<file path="config.mk">
export PLATFORM = sky130hd
export DESIGN_NAME = lpsc_top
export DESIGN_NICKNAME = d
export VERILOG_FILES = /design/src/lpsc_pkg.sv /design/src/lpsc_top.sv /design/src/lpsc_sync.sv /design/src/lpsc_tick.sv
export VERILOG_INCLUDE_DIRS = /design/src
export SDC_FILE = /design/constraint.sdc
export NUM_CORES = 1
export LEC_CHECK = 0
export BUFFER_PORTS_ARGS = -buffer_cell sky130_fd_sc_hd__buf_2
export CORE_AREA = 10 10 267 269
export DETAILED_ROUTE_END_ITERATION = 6
export DIE_AREA = 0 0 277 279
export GPL_TIMING_DRIVEN = 0
export PLACE_DENSITY_LB_ADDON = 0.3
export SYNTH_ARGS = -nofsm -noshare
export SYNTH_HDL_FRONTEND = slang
export SYNTH_SLANG_ARGS = --single-unit
</file>
<file path="constraint.sdc">
create_clock -name ref_clk -period 20.9 [get_ports ref_clk]
set_clock_uncertainty 0.1 [all_clocks]
set_input_delay 3.135 -clock ref_clk [delete_from_list [all_inputs] [get_ports ref_clk]]
set_output_delay 3.135 -clock ref_clk [all_outputs]
set_load 0.01 [all_outputs]
</file>
<file path="src/lpsc_map.svh">
// Register offsets, field positions, request codes and timing counts of
// the linear protection switch controller; plain defines, no logic.
// Summary of operation
// [RULE1] Listed setups only: 1:n up to 14, revertive, APS; extra 1:n bidir.
// [RULE2] Bidirectional one-plus-one path protection needs APS enabled.
// [RULE3] Fail and degrade per path become a signal request with number.
// [RULE4] Operator commands become an external request and signal number.
// [RULE5] Local stage picks the highest of signal, external and state requests.
// [RULE6] Received APS word decodes to type, signal, bridged, architecture; the architecture bits aps_s[3:2] are never decoded.
// [RULE7] Global stage weighs remote against local only with APS enabled.
// [RULE8] Bridge control picks the signal copied onto protection.
// [RULE9] Selector control picks the signal taken from protection.
// [RULE10] Sent APS word holds global type, signal, bridge, architecture.
// [RULE11] Local status always readable; remote status only with APS on.
// [RULE12] Restore delay of zero to twelve minutes before reverting.
// [RULE13] Hold-off of zero to ten seconds in 100 ms steps on conditions.
// [RULE14] Inherent: fail from server fail; others: trail fail, degrade.
// [RULE15] Operator offers lockout, forced, manual, exercise and clear only.
// [RULE16] Single request; ranked clear, lockout, forced, manual, exercise.
// [RULE17] Every command gets an automatic confirm or denial with cause.
// [RULE18] Fail or degrade pre-empts restore wait; expiry reverts traffic.
// [RULE19] Timers run from a free millisecond tick with synchronous clear.
`ifndef LPSC_MAP_SVH
`define LPSC_MAP_SVH

`define LPSC_ADDR_CTRL 8'h00
`define LPSC_ADDR_HOLDOFF 8'h04
`define LPSC_ADDR_RESTORE 8'h08
`define LPSC_ADDR_CMD 8'h0c
`define LPSC_ADDR_RESP 8'h10
`define LPSC_ADDR_LSTAT 8'h14
`define LPSC_ADDR_RSTAT 8'h18
`define LPSC_ADDR_ISTAT 8'h1c
`define LPSC_ADDR_IMASK 8'h20

// Control register fields.
`define LPSC_CTRL_W 9
`define LPSC_CTRL_RST 9'h000
`define LPSC_B_ARCH 0
`define LPSC_B_DIR 1
`define LPSC_B_REVERT 2
`define LPSC_B_APS 3
`define LPSC_B_EXTRA 4
`define LPSC_F_KIND 6:5
`define LPSC_B_FPRIO 7
`define LPSC_B_DPRIO 8
`define LPSC_B_TCLR 9
`define LPSC_KIND_INHERENT 2'h1

// Request codes, larger value is higher priority.
`define LPSC_RQ_NR 4'h0
`define LPSC_RQ_DNR 4'h1
`define LPSC_RQ_RR 4'h2
`define LPSC_RQ_EXER 4'h4
`define LPSC_RQ_WTR 4'h5
`define LPSC_RQ_MS 4'h7
`define LPSC_RQ_SD_L 4'h8
`define LPSC_RQ_SD_H 4'h9
`define LPSC_RQ_SF_L 4'ha
`define LPSC_RQ_SF_H 4'hb
`define LPSC_RQ_FS 4'hd
`define LPSC_RQ_SF_P 4'he
`define LPSC_RQ_LO 4'hf

// Operator command codes and answer causes.
`define LPSC_OP_CLR 3'h1
`define LPSC_OP_LO 3'h2
`define LPSC_OP_FS 3'h3
`define LPSC_OP_MS 3'h4
`define LPSC_OP_EXER 3'h5
`define LPSC_CAUSE_PRIO 2'h1
`define LPSC_CAUSE_DEFECT 2'h2
`define LPSC_CAUSE_ARG 2'h3

`define LPSC_NMAX 4'he
`define LPSC_XTRA 4'hf
`define LPSC_NSIG 15

// Timing.
`define LPSC_CLK_NS 10
`define LPSC_MS_NS 1000000
`define LPSC_CYC_PER_MS (`LPSC_MS_NS / `LPSC_CLK_NS)
`define LPSC_MS_PER_STEP 7'h64
`define LPSC_STEP_PER_SEC 4'ha
`define LPSC_HOLDOFF_MAX 7'h64
`define LPSC_RESTORE_MAX 10'h2d0

`endif

</file>
<file path="src/lpsc_pkg.sv">
// Types shared by the protection switch controller files.
// Assumes nothing beyond a SystemVerilog compiler.
package lpsc_pkg;
  typedef logic [3:0] lpsc_req_t;
  typedef logic [3:0] lpsc_sig_t;
  typedef enum logic [1:0] {
    ST_NO_REQ,
    ST_RESTORE_DELAY_WAIT,
    ST_NO_REVERT
  } lpsc_state_t;
endpackage

</file>
<file path="src/lpsc_top.sv">
// Linear protection switch controller: requests, priority, APS, bridge,
// selector, timers, status and interrupt. Assumes a plain register port
// with read data one cycle after the strobe and asynchronous line inputs.
//
// Strobed register access and the register addresses were decided locally.
`timescale 1ns/100ps
`default_nettype none
`include "lpsc_map.svh"
module lpsc_top
  import lpsc_pkg::*;
#(
  parameter int CYC_PER_MS = `LPSC_CYC_PER_MS
) (
  input wire logic ref_clk,
  input wire logic rstn,
  input wire logic [7:0] reg_addr,
  input wire logic [31:0] reg_wdata,
  input wire logic reg_wr,
  input wire logic reg_rd,
  output logic [31:0] reg_rdata,
  input wire logic [14:0] server_fail_in,
  input wire logic [14:0] trail_fail_in,
  input wire logic [14:0] trail_degrade_in,
  input wire logic [15:0] aps_rx,
  output logic [15:0] aps_tx,
  output logic [3:0] bridge_sel,
  output logic [3:0] selector_sel,
  output logic irq
);

  function automatic logic [7:0] pick_high(input logic [7:0] a,
                                           input logic [7:0] b);
    return (b[7:4] > a[7:4]) ? b : a;
  endfunction

  function automatic logic [7:0] sig_request(input logic [14:0] f,
      input logic [14:0] d, input logic [3:0] nmax, input logic fhi,
      input logic dhi);
    logic [7:0] best;
    lpsc_req_t t;
    best = {`LPSC_RQ_NR, 4'h0};
    for (int i = 1; i < `LPSC_NSIG; i++) begin
      t = f[i] ? (fhi ? `LPSC_RQ_SF_H : `LPSC_RQ_SF_L) :
          d[i] ? (dhi ? `LPSC_RQ_SD_H : `LPSC_RQ_SD_L) : `LPSC_RQ_NR;
      if (i <= int'(nmax)) begin
        best = pick_high(best, {t, 4'(i)});
      end
    end
    if (f[0]) begin
      best = {`LPSC_RQ_SF_P, 4'h0};
    end
    return best;
  endfunction

  logic [`LPSC_CTRL_W-1:0] ctrl;
  logic [6:0] holdoff_setting;
  logic [9:0] restore_delay_setting;
  logic [3:0] istat, imask, resp;
  logic [14:0] sfs, tfs, tds;
  logic [15:0] aps_s, r_prev;
  logic [29:0] acc;
  logic [6:0] ho_cnt;
  logic [9:0] wtr_cnt;
  lpsc_req_t ext_req;
  lpsc_sig_t ext_sig, last_sig;
  lpsc_state_t state;
  logic was_fail;
  logic step_tick, sec_tick;

  lpsc_sync #(.W(61)) u_sync (
    .ref_clk(ref_clk),
    .rstn(rstn),
    .d({aps_rx, server_fail_in, trail_fail_in, trail_degrade_in}),
    .q({aps_s, sfs, tfs, tds})
  );

  wire ctrl_wr = reg_wr && reg_addr == `LPSC_ADDR_CTRL;
  wire tick_clr = ctrl_wr && reg_wdata[`LPSC_B_TCLR];

  lpsc_tick #(.CYC_PER_MS(CYC_PER_MS)) u_tick (
    .ref_clk(ref_clk),
    .rstn(rstn),
    .clr(tick_clr),
    .ms_tick(),
    .step_tick(step_tick),
    .sec_tick(sec_tick)
  );

  // Configuration decode.
  wire architecture_select = ctrl[`LPSC_B_ARCH];
  wire direction_select = ctrl[`LPSC_B_DIR];
  wire revert_select = ctrl[`LPSC_B_REVERT];
  wire aps_enable = ctrl[`LPSC_B_APS];
  wire extra_traffic_enable = ctrl[`LPSC_B_EXTRA];
  wire [1:0] protection_kind = ctrl[`LPSC_F_KIND];
  wire inherent = protection_kind == `LPSC_KIND_INHERENT;
  wire [3:0] nmax = architecture_select ? `LPSC_NMAX : 4'h1;
  wire lim_bad = architecture_select && (!revert_select || !aps_enable);
  wire xtra_bad = extra_traffic_enable &&
                  !(architecture_select && direction_select);
  wire bidir_bad = !architecture_select && direction_select && !aps_enable;
  wire cfg_bad = lim_bad || xtra_bad || bidir_bad; // RULE1 RULE2
  wire [3:0] idle_sig = extra_traffic_enable ? `LPSC_XTRA : 4'h0;

  // Condition sources and hold-off.
  wire [14:0] fail_vec = inherent ? sfs : tfs; // RULE14
  wire [14:0] deg_vec = inherent ? 15'h0 : tds; // RULE14
  wire [29:0] raw = {deg_vec, fail_vec};
  wire new_cond = |(raw & ~acc);
  wire ho_done = new_cond && ho_cnt >= holdoff_setting; // RULE13

  // Signal, external, state, local and global requests.
  wire [7:0] sr = sig_request(acc[14:0], acc[29:15], nmax,
                              ctrl[`LPSC_B_FPRIO], ctrl[`LPSC_B_DPRIO]);
  wire work_fail = sr[7:4] >= `LPSC_RQ_SD_L &&
                   sr[7:4] <= `LPSC_RQ_SF_H;
  wire [7:0] st_req = state == ST_RESTORE_DELAY_WAIT ?
                      {`LPSC_RQ_WTR, last_sig} :
                      state == ST_NO_REVERT ? {`LPSC_RQ_DNR, 4'h1} : 8'h0;
  wire [7:0] loc_all = pick_high(pick_high(sr, {ext_req, ext_sig}),
                                 st_req); // RULE5
  wire [7:0] loc = cfg_bad ? 8'h0 : loc_all;
  wire lpsc_req_t r_type = aps_s[15:12]; // RULE6
  wire lpsc_sig_t r_sig = aps_s[11:8];
  wire lpsc_sig_t r_bridge = aps_s[7:4];
  wire take_remote = aps_enable && direction_select && !cfg_bad &&
                     r_type > loc[7:4] && r_type != `LPSC_RQ_RR; // RULE7
  wire lpsc_req_t g_type = take_remote ? `LPSC_RQ_RR : loc[7:4];
  wire lpsc_sig_t g_sig = take_remote ? r_sig : loc[3:0];
  wire lpsc_req_t eff_type = take_remote ? r_type : loc[7:4];
  wire no_move = eff_type == `LPSC_RQ_LO || eff_type == `LPSC_RQ_SF_P ||
                 eff_type == `LPSC_RQ_EXER || eff_type == `LPSC_RQ_NR;
  wire [3:0] sw_sig = (no_move || g_sig == 4'h0) ? 4'h0 : g_sig;
  // Lockout keeps extra traffic off the protection path as well.
  wire [3:0] free_sig = eff_type == `LPSC_RQ_LO ? 4'h0 : idle_sig;
  wire [3:0] next_bridge = !architecture_select ? 4'h1 :
                           (sw_sig != 4'h0 ? sw_sig : free_sig); // RULE8
  wire [3:0] next_sel = !architecture_select ? sw_sig :
                        (aps_enable && direction_select &&
                         r_bridge != next_bridge) ? free_sig :
                        next_bridge; // RULE9

  // Operator commands and their answers.
  wire cmd_wr = reg_wr && reg_addr == `LPSC_ADDR_CMD;
  wire [2:0] op = reg_wdata[2:0];
  wire [3:0] cmd_sig = reg_wdata[7:4];
  wire lpsc_req_t cmd_code = op == `LPSC_OP_LO ? `LPSC_RQ_LO :
                             op == `LPSC_OP_FS ? `LPSC_RQ_FS :
                             op == `LPSC_OP_MS ? `LPSC_RQ_MS :
                             op == `LPSC_OP_EXER ? `LPSC_RQ_EXER :
                             `LPSC_RQ_NR;
  wire op_sw = op == `LPSC_OP_FS || op == `LPSC_OP_MS;
  wire to_work = !architecture_select && !revert_select && op_sw;
  wire xtra_ok = op == `LPSC_OP_FS && cmd_sig == `LPSC_XTRA &&
                 extra_traffic_enable;
  wire arg_bad = op > `LPSC_OP_EXER || cfg_bad ||
                 (op != `LPSC_OP_CLR && op != `LPSC_OP_LO &&
                  ((cmd_sig == 4'h0 && !to_work) ||
                   (cmd_sig > nmax && !xtra_ok)));
  wire prio_bad = op != `LPSC_OP_CLR && ext_req != `LPSC_RQ_NR &&
                  ext_req >= cmd_code; // RULE16
  wire defect_bad = (op == `LPSC_OP_FS && aps_enable && acc[0]) ||
                    (op == `LPSC_OP_MS && |acc) ||
                    (op == `LPSC_OP_EXER && selector_sel != idle_sig);
  wire deny = arg_bad || prio_bad || defect_bad;
  wire [1:0] cause = arg_bad ? `LPSC_CAUSE_ARG :
                     prio_bad ? `LPSC_CAUSE_PRIO : `LPSC_CAUSE_DEFECT;
  wire resp_ev = cmd_wr && op != 3'h0; // RULE17

  // Restore delay and revert handling.
  wire leave_wait = work_fail || ext_req != `LPSC_RQ_NR;
  wire wtr_done = state == ST_RESTORE_DELAY_WAIT && !leave_wait &&
                  wtr_cnt >= restore_delay_setting; // RULE12
  wire cleared = was_fail && !work_fail && ext_req == `LPSC_RQ_NR;

  // Events and register reads.
  wire lchg = {g_type, g_sig} != aps_tx[15:8];
  wire rchg = aps_enable && aps_s != r_prev;
  wire [3:0] events = {wtr_done, rchg, lchg, resp_ev};
  wire [3:0] w1c = (reg_wr && reg_addr == `LPSC_ADDR_ISTAT) ?
                   reg_wdata[3:0] : 4'h0;
  wire [31:0] lstat = {1'b0, cfg_bad, 2'(state), selector_sel, bridge_sel,
                       g_type, g_sig, loc[7:4], loc[3:0],
                       ext_req}; // RULE11
  wire [31:0] rstat = aps_enable ? {16'h0, aps_s} : 32'h0; // RULE11
  wire [31:0] rd_mux =
    reg_addr == `LPSC_ADDR_CTRL ? {23'h0, ctrl} :
    reg_addr == `LPSC_ADDR_HOLDOFF ? {25'h0, holdoff_setting} :
    reg_addr == `LPSC_ADDR_RESTORE ? {22'h0, restore_delay_setting} :
    reg_addr == `LPSC_ADDR_CMD ? {24'h0, ext_sig, ext_req} :
    reg_addr == `LPSC_ADDR_RESP ? {28'h0, resp} :
    reg_addr == `LPSC_ADDR_LSTAT ? lstat :
    reg_addr == `LPSC_ADDR_RSTAT ? rstat :
    reg_addr == `LPSC_ADDR_ISTAT ? {28'h0, istat} :
    reg_addr == `LPSC_ADDR_IMASK ? {28'h0, imask} : 32'h0;

  assign irq = |(istat & imask);

  always_ff @(posedge ref_clk or negedge rstn) begin
    if (!rstn) begin
      ctrl <= `LPSC_CTRL_RST;
      holdoff_setting <= '0;
      restore_delay_setting <= '0;
      imask <= '0;
      istat <= '0;
      reg_rdata <= '0;
    end else begin
      if (ctrl_wr) begin
        ctrl <= reg_wdata[`LPSC_CTRL_W-1:0];
      end
      if (reg_wr && reg_addr == `LPSC_ADDR_HOLDOFF) begin
        holdoff_setting <= reg_wdata[6:0] > `LPSC_HOLDOFF_MAX ?
                           `LPSC_HOLDOFF_MAX : reg_wdata[6:0];
      end
      if (reg_wr && reg_addr == `LPSC_ADDR_RESTORE) begin
        restore_delay_setting <= reg_wdata[9:0] > `LPSC_RESTORE_MAX ?
                                 `LPSC_RESTORE_MAX : reg_wdata[9:0];
      end
      if (reg_wr && reg_addr == `LPSC_ADDR_IMASK) begin
        imask <= reg_wdata[3:0];
      end
      // A new event wins over a clear in the same cycle.
      istat <= (istat & ~w1c) | events;
      reg_rdata <= reg_rd ? rd_mux : 32'h0;
    end
  end

  always_ff @(posedge ref_clk or negedge rstn) begin
    if (!rstn) begin
      acc <= '0;
      ho_cnt <= '0;
    end else begin
      acc <= ho_done ? raw : (acc & raw); // RULE13
      ho_cnt <= !new_cond ? 7'h0 :
                (step_tick ? ho_cnt + 7'h1 : ho_cnt); // RULE13
    end
  end

  always_ff @(posedge ref_clk or negedge rstn) begin
    if (!rstn) begin
      ext_req <= `LPSC_RQ_NR;
      ext_sig <= '0;
      resp <= '0;
    end else if (resp_ev) begin
      resp <= {cause & {2{deny}}, deny, 1'b1}; // RULE17
      if (op == `LPSC_OP_CLR) begin
        ext_req <= `LPSC_RQ_NR;
        ext_sig <= '0;
      end else if (!deny) begin
        ext_req <= cmd_code; // RULE4 RULE16
        ext_sig <= cmd_sig;
      end
    end
  end

  always_ff @(posedge ref_clk or negedge rstn) begin
    if (!rstn) begin
      state <= ST_NO_REQ;
      wtr_cnt <= '0;
      was_fail <= 1'b0;
      last_sig <= '0;
    end else begin
      was_fail <= work_fail;
      if (work_fail) begin
        last_sig <= sr[3:0]; // RULE3
      end
      case (state)
        ST_NO_REQ: begin
          wtr_cnt <= '0;
          if (cleared) begin
            state <= revert_select ? ST_RESTORE_DELAY_WAIT : ST_NO_REVERT;
          end
        end
        ST_RESTORE_DELAY_WAIT: begin
          if (leave_wait || wtr_done) begin
            state <= ST_NO_REQ; // RULE18
          end else if (sec_tick) begin
            wtr_cnt <= wtr_cnt + 10'h1; // RULE12
          end
        end
        ST_NO_REVERT: begin
          if (leave_wait) begin
            state <= ST_NO_REQ;
          end
        end
        default: state <= ST_NO_REQ;
      endcase
    end
  end

  always_ff @(posedge ref_clk or negedge rstn) begin
    if (!rstn) begin
      aps_tx <= '0;
      bridge_sel <= '0;
      selector_sel <= '0;
      r_prev <= '0;
    end else begin
      aps_tx <= {g_type, g_sig, next_bridge, architecture_select,
                 direction_select, 2'b00}; // RULE10
      bridge_sel <= cfg_bad ? 4'h0 : next_bridge; // RULE8
      selector_sel <= cfg_bad ? 4'h0 : next_sel; // RULE9
      r_prev <= aps_s;
    end
  end
endmodule
`default_nettype wire

</file>
<file path="src/lpsc_sync.sv">
// Three-stage input synchroniser with agreement of the last two stages.
// Assumes inputs that come from outside the ref_clk domain.
`timescale 1ns/100ps
`default_nettype none
module lpsc_sync #(
  parameter int W = 1
) (
  input wire logic ref_clk,
  input wire logic rstn,
  input wire logic [W-1:0] d,
  output logic [W-1:0] q
);
  logic [W-1:0] s1, s2, s3;
  wire [W-1:0] differ = s2 ^ s3;

  always_ff @(posedge ref_clk or negedge rstn) begin
    if (!rstn) begin
      s1 <= '0;
      s2 <= '0;
      s3 <= '0;
      q <= '0;
    end else begin
      s1 <= d;
      s2 <= s1;
      s3 <= s2;
      q <= (s3 & ~differ) | (q & differ);
    end
  end
endmodule
`default_nettype wire

</file>
<file path="src/lpsc_tick.sv">
// Free-running millisecond, 100 ms and one-second enable pulses.
// Assumes ref_clk at 100 MHz and a synchronous clear from software.
`timescale 1ns/100ps
`default_nettype none
`include "lpsc_map.svh"
module lpsc_tick #(
  parameter int CYC_PER_MS = `LPSC_CYC_PER_MS
) (
  input wire logic ref_clk,
  input wire logic rstn,
  input wire logic clr,
  output logic ms_tick,
  output logic step_tick,
  output logic sec_tick
);
  logic [16:0] cyc;
  logic [6:0] ms_cnt;
  logic [3:0] step_cnt;
  wire cyc_end = cyc == 17'(CYC_PER_MS - 1);
  wire ms_end = ms_cnt == `LPSC_MS_PER_STEP - 7'h01;
  wire step_end = step_cnt == `LPSC_STEP_PER_SEC - 4'h1;

  always_ff @(posedge ref_clk or negedge rstn) begin
    if (!rstn) begin
      cyc <= '0;
      ms_cnt <= '0;
      step_cnt <= '0;
      ms_tick <= 1'b0;
      step_tick <= 1'b0;
      sec_tick <= 1'b0;
    end else if (clr) begin // RULE19
      cyc <= '0;
      ms_cnt <= '0;
      step_cnt <= '0;
      ms_tick <= 1'b0;
      step_tick <= 1'b0;
      sec_tick <= 1'b0;
    end else begin
      cyc <= cyc_end ? 17'h0 : cyc + 17'h1; // RULE19
      ms_tick <= cyc_end;
      step_tick <= cyc_end && ms_end;
      sec_tick <= cyc_end && ms_end && step_end;
      if (cyc_end) begin
        ms_cnt <= ms_end ? 7'h0 : ms_cnt + 7'h1;
        if (ms_end) begin
          step_cnt <= step_end ? 4'h0 : step_cnt + 4'h1;
        end
      end
    end
  end
endmodule
`default_nettype wire

</file>
==> impl_results.md <==
- Status: finished with violations
- Failing checks: setup timing
- Final instance area: 0.02545 mm^2
- DP HPWL: 39910 um
- Grt ovf: 0
- Slew Viols, Final: 0
- Yosys warning count: 0
- Chip Height: 279 um
- Die Width: 277 um
- Grt met1 use: 0.1828
- Hold crit path type: flop to flop
- Final hold viol count: 0
- CTS tree: yes
- Vias per std cell: 4.922
- Final #Nets: 2280
- Critical Path AT: 21.68 ns
- Area grow syn2layout: 29.76%
- Post-synthesis cell type count: 92
- Top_reg_cell synth: dfrtp_1
- Maximum VDD drop: 0.00005650 V
- First-pass GRT wire length: 87950 um
- Antenna Violating Nets Remaining: 0
- WL/cell: 18.97 um
- Met2 Use GR: 0.2337
- Cells after synthesis: 1726
- Depth of the CTS H-tree: 2
- Mapped Area: 0.01961 mm^2
- FP Rows: 94
- Clk Latency, worst-skew pair: 0.60 ns
- Post-synthesis sequential element count: 443
- PortBufs: 136
- Critical path's slowest cell: o41a_1
- Hold_ws: 0.2461 ns
- Mapped Avg Cell Area: 11.36 um^2
- Clock Path Buffers: 3
- CP Data Required Time: 21.30 ns
- Drc violations: 0
- Number of flops mapped to enable cells by yosys: 0
- Maxcap violations: 0
- Core box area: 0.06563 mm^2
- Antenna violations before repair: 6
- Crit Path Max Fanout: 10
- Die ar.: 0.07728 mm^2
- Post-route minimum period: 21.28 ns
- CTS Buf Count: 48
- Power Density: 95.97 mW/mm^2
- RSZ-0062 raised after global routing: true
- GPL Wtd Cong: 0.8889
- Starting DRT DRC Count: 1367
- Clock root buffer: clkbuf_16
- Clk slew on worst S/H paths: 0.07 ns
- Setup WS post-layout: -0.3776 ns
- Global Route met3 Usage: 0.02812
- Clk sinks: 443
- Slowest stage delay, CP: 0.45 ns
- Largest net degree at the start of global routing: 114
- Worst Setup End Kind: flop
- Slew of the pin with the lowest slew margin: 0.8753 ns
- Setup CP Type: flop to flop
- Leak: 0.01197 uW
- Vias in the first global route: 15310
- Setup crit start kind: flop
- Post-synth ARST share: 1.000
- Sequential share of the synthesized area: 0.5653
- Worst rel slew slack: 0.4165
- Placed Area: 0.02157 mm^2
- 1st-pass router iterations: 5
- Tcrit/Tclk final: 1.018
- Final setup vio count: 7
- Via count: 14660
- Global Route Usage Sum: 0.1413
- Share of cells above drive strength 1: 0.2763
- Initial Util: 0.2988
- Crit path top cell by count: ha_4
- Most Used Layer, Global Route: met2
- Fmax: 0.04700 GHz
- Post-Route WL: 56520 um
- I/O Pins: 162
==> metrics by stage <==
stage                     instances  setup WS (ns)  utilization  total power [uW]  setup TNS [ns]
after floorplan                1728        0.01740            -              1241               0
after global placement         2728         -4.444       0.3269              1377         -104.36
after detailed placement       2732         -4.777       0.3287              1387         -113.96
after CTS                      2944        -0.2315       0.3789              2413         -0.6709
after global routing           2978         -1.317       0.3877              2566          -13.40
final                          2979        -0.3776       0.3877              2442          -1.555
==> cell usage after synthesis (10+ instances only) <==
master	n	area, um^2
dfrtp_1	443	11090
xnor2_1	11	96.34
mux2_2	19	214.0
maj3_1	61	610.6
xor2_1	46	402.9
ha_1	99	1239
inv_1	86	322.8
nand3_1	40	200.2
mux2i_1	30	300.3
nand2_1	133	499.2
and2_1	23	143.9
o21ai_0	61	305.3
a21oi_1	70	350.3
nand2b_1	23	143.9
a22oi_1	16	120.1
a21o_1	31	232.7
nor3_1	20	100.1
nor4_1	17	106.4
clkbuf_1	41	153.9
nor2b_1	16	100.1
nor2_1	165	619.3
or3_1	10	62.56
and3_1	16	100.1
o211a_1	22	220.2
nand4_1	16	100.1
o22ai_1	19	118.9
==> where the power goes <==
group	switching, uW	internal [uW]	total, uW
Clock	361	519	880
Sequential	45.7	914	959
Combinational	320	283	603
==> final timing paths <==
kind / start / to / slack [ns] / depth (start not counted)
worst max-delay path: ctrl[0] / selector_sel[3] / -0.38 / 106
worst min-delay path: u_sync.s1[19] / u_sync.s2[19] / 0.25 / 0
worst max register to register: ctrl[0] / selector_sel[3] / -0.38 / 106
worst min register to register: u_sync.s1[19] / u_sync.s2[19] / 0.25 / 0
max in group asynchronous: rstn / u_sync.s3[46] / 16.90 / 3
min in group asynchronous: rstn / u_sync.s1[35] / 2.39 / 1
==> cell families after synthesis <==
logic type,count (synthesis),share of synthesized area
adder cells (fa/ha/maj),160,0.09430
XOR/XNOR,57,0.02546
flip-flops,443,0.5653
other,1,0.0001912
buffers and inverters,145,0.03043
AND/OR/NAND/NOR,522,0.1291
AO/OA/AOI/OAI,348,0.1282
multiplexers,50,0.02699
==> layout make-up <==
type,instances,area [um^2]
inverter,87,326.6
antenna,1,2.502
clock inverter,24,279.0
tap,864,1081
buffer,54,345.3
timing repair buffer,302,2028
sequential,443,11090
fill,6361,40180
clock buffer,64,1383
multi-input combinational,1140,8909
==> timing repair <==
action	4_1_cts	5_1_grt
buffers inserted	128	35
pin swaps	88	91
hold buffers	0	0
setup endpoints to repair	36	29
resized for setup	146	62
==> critical path: cells and delay by family (launching register included) <==
family	cells	cell delay (ns)
AO/OA/AOI/OAI	39	8.40
XOR/XNOR	1	0.16
adder cells (fa/ha/maj)	14	3.71
buffers and inverters	18	2.51
flip-flops	1	0.41
multiplexers	6	1.47
AND/OR/NAND/NOR	28	4.35
==> per-layer routing <==
layer,vias to the layer above,share of wire
li1,6838,-
met1,7293,0.44
met2,409,0.48
met3,112,0.056
met4,12,0.027
met5,-,0.0012
==> cell usage in the layout, fill, tap and decap left out, drive strengths merged, types with 14 or more instances in the layout <==
cell type	count
mux2	20
o22ai	20
o21ai	64
clkbuf	102
nor2b	16
mux2i	30
a21oi	72
nand4	16
and3	16
nor2	167
xor2	46
a21o	31
nor4	17
and2	24
o211a	22
nand2b	23
inv	89
maj3	61
a22oi	16
dfrtp	443
buf	318
nor3	23
ha	99
nand3	40
clkinv	14
nand2	133
(Power assumes the default switching activity.)
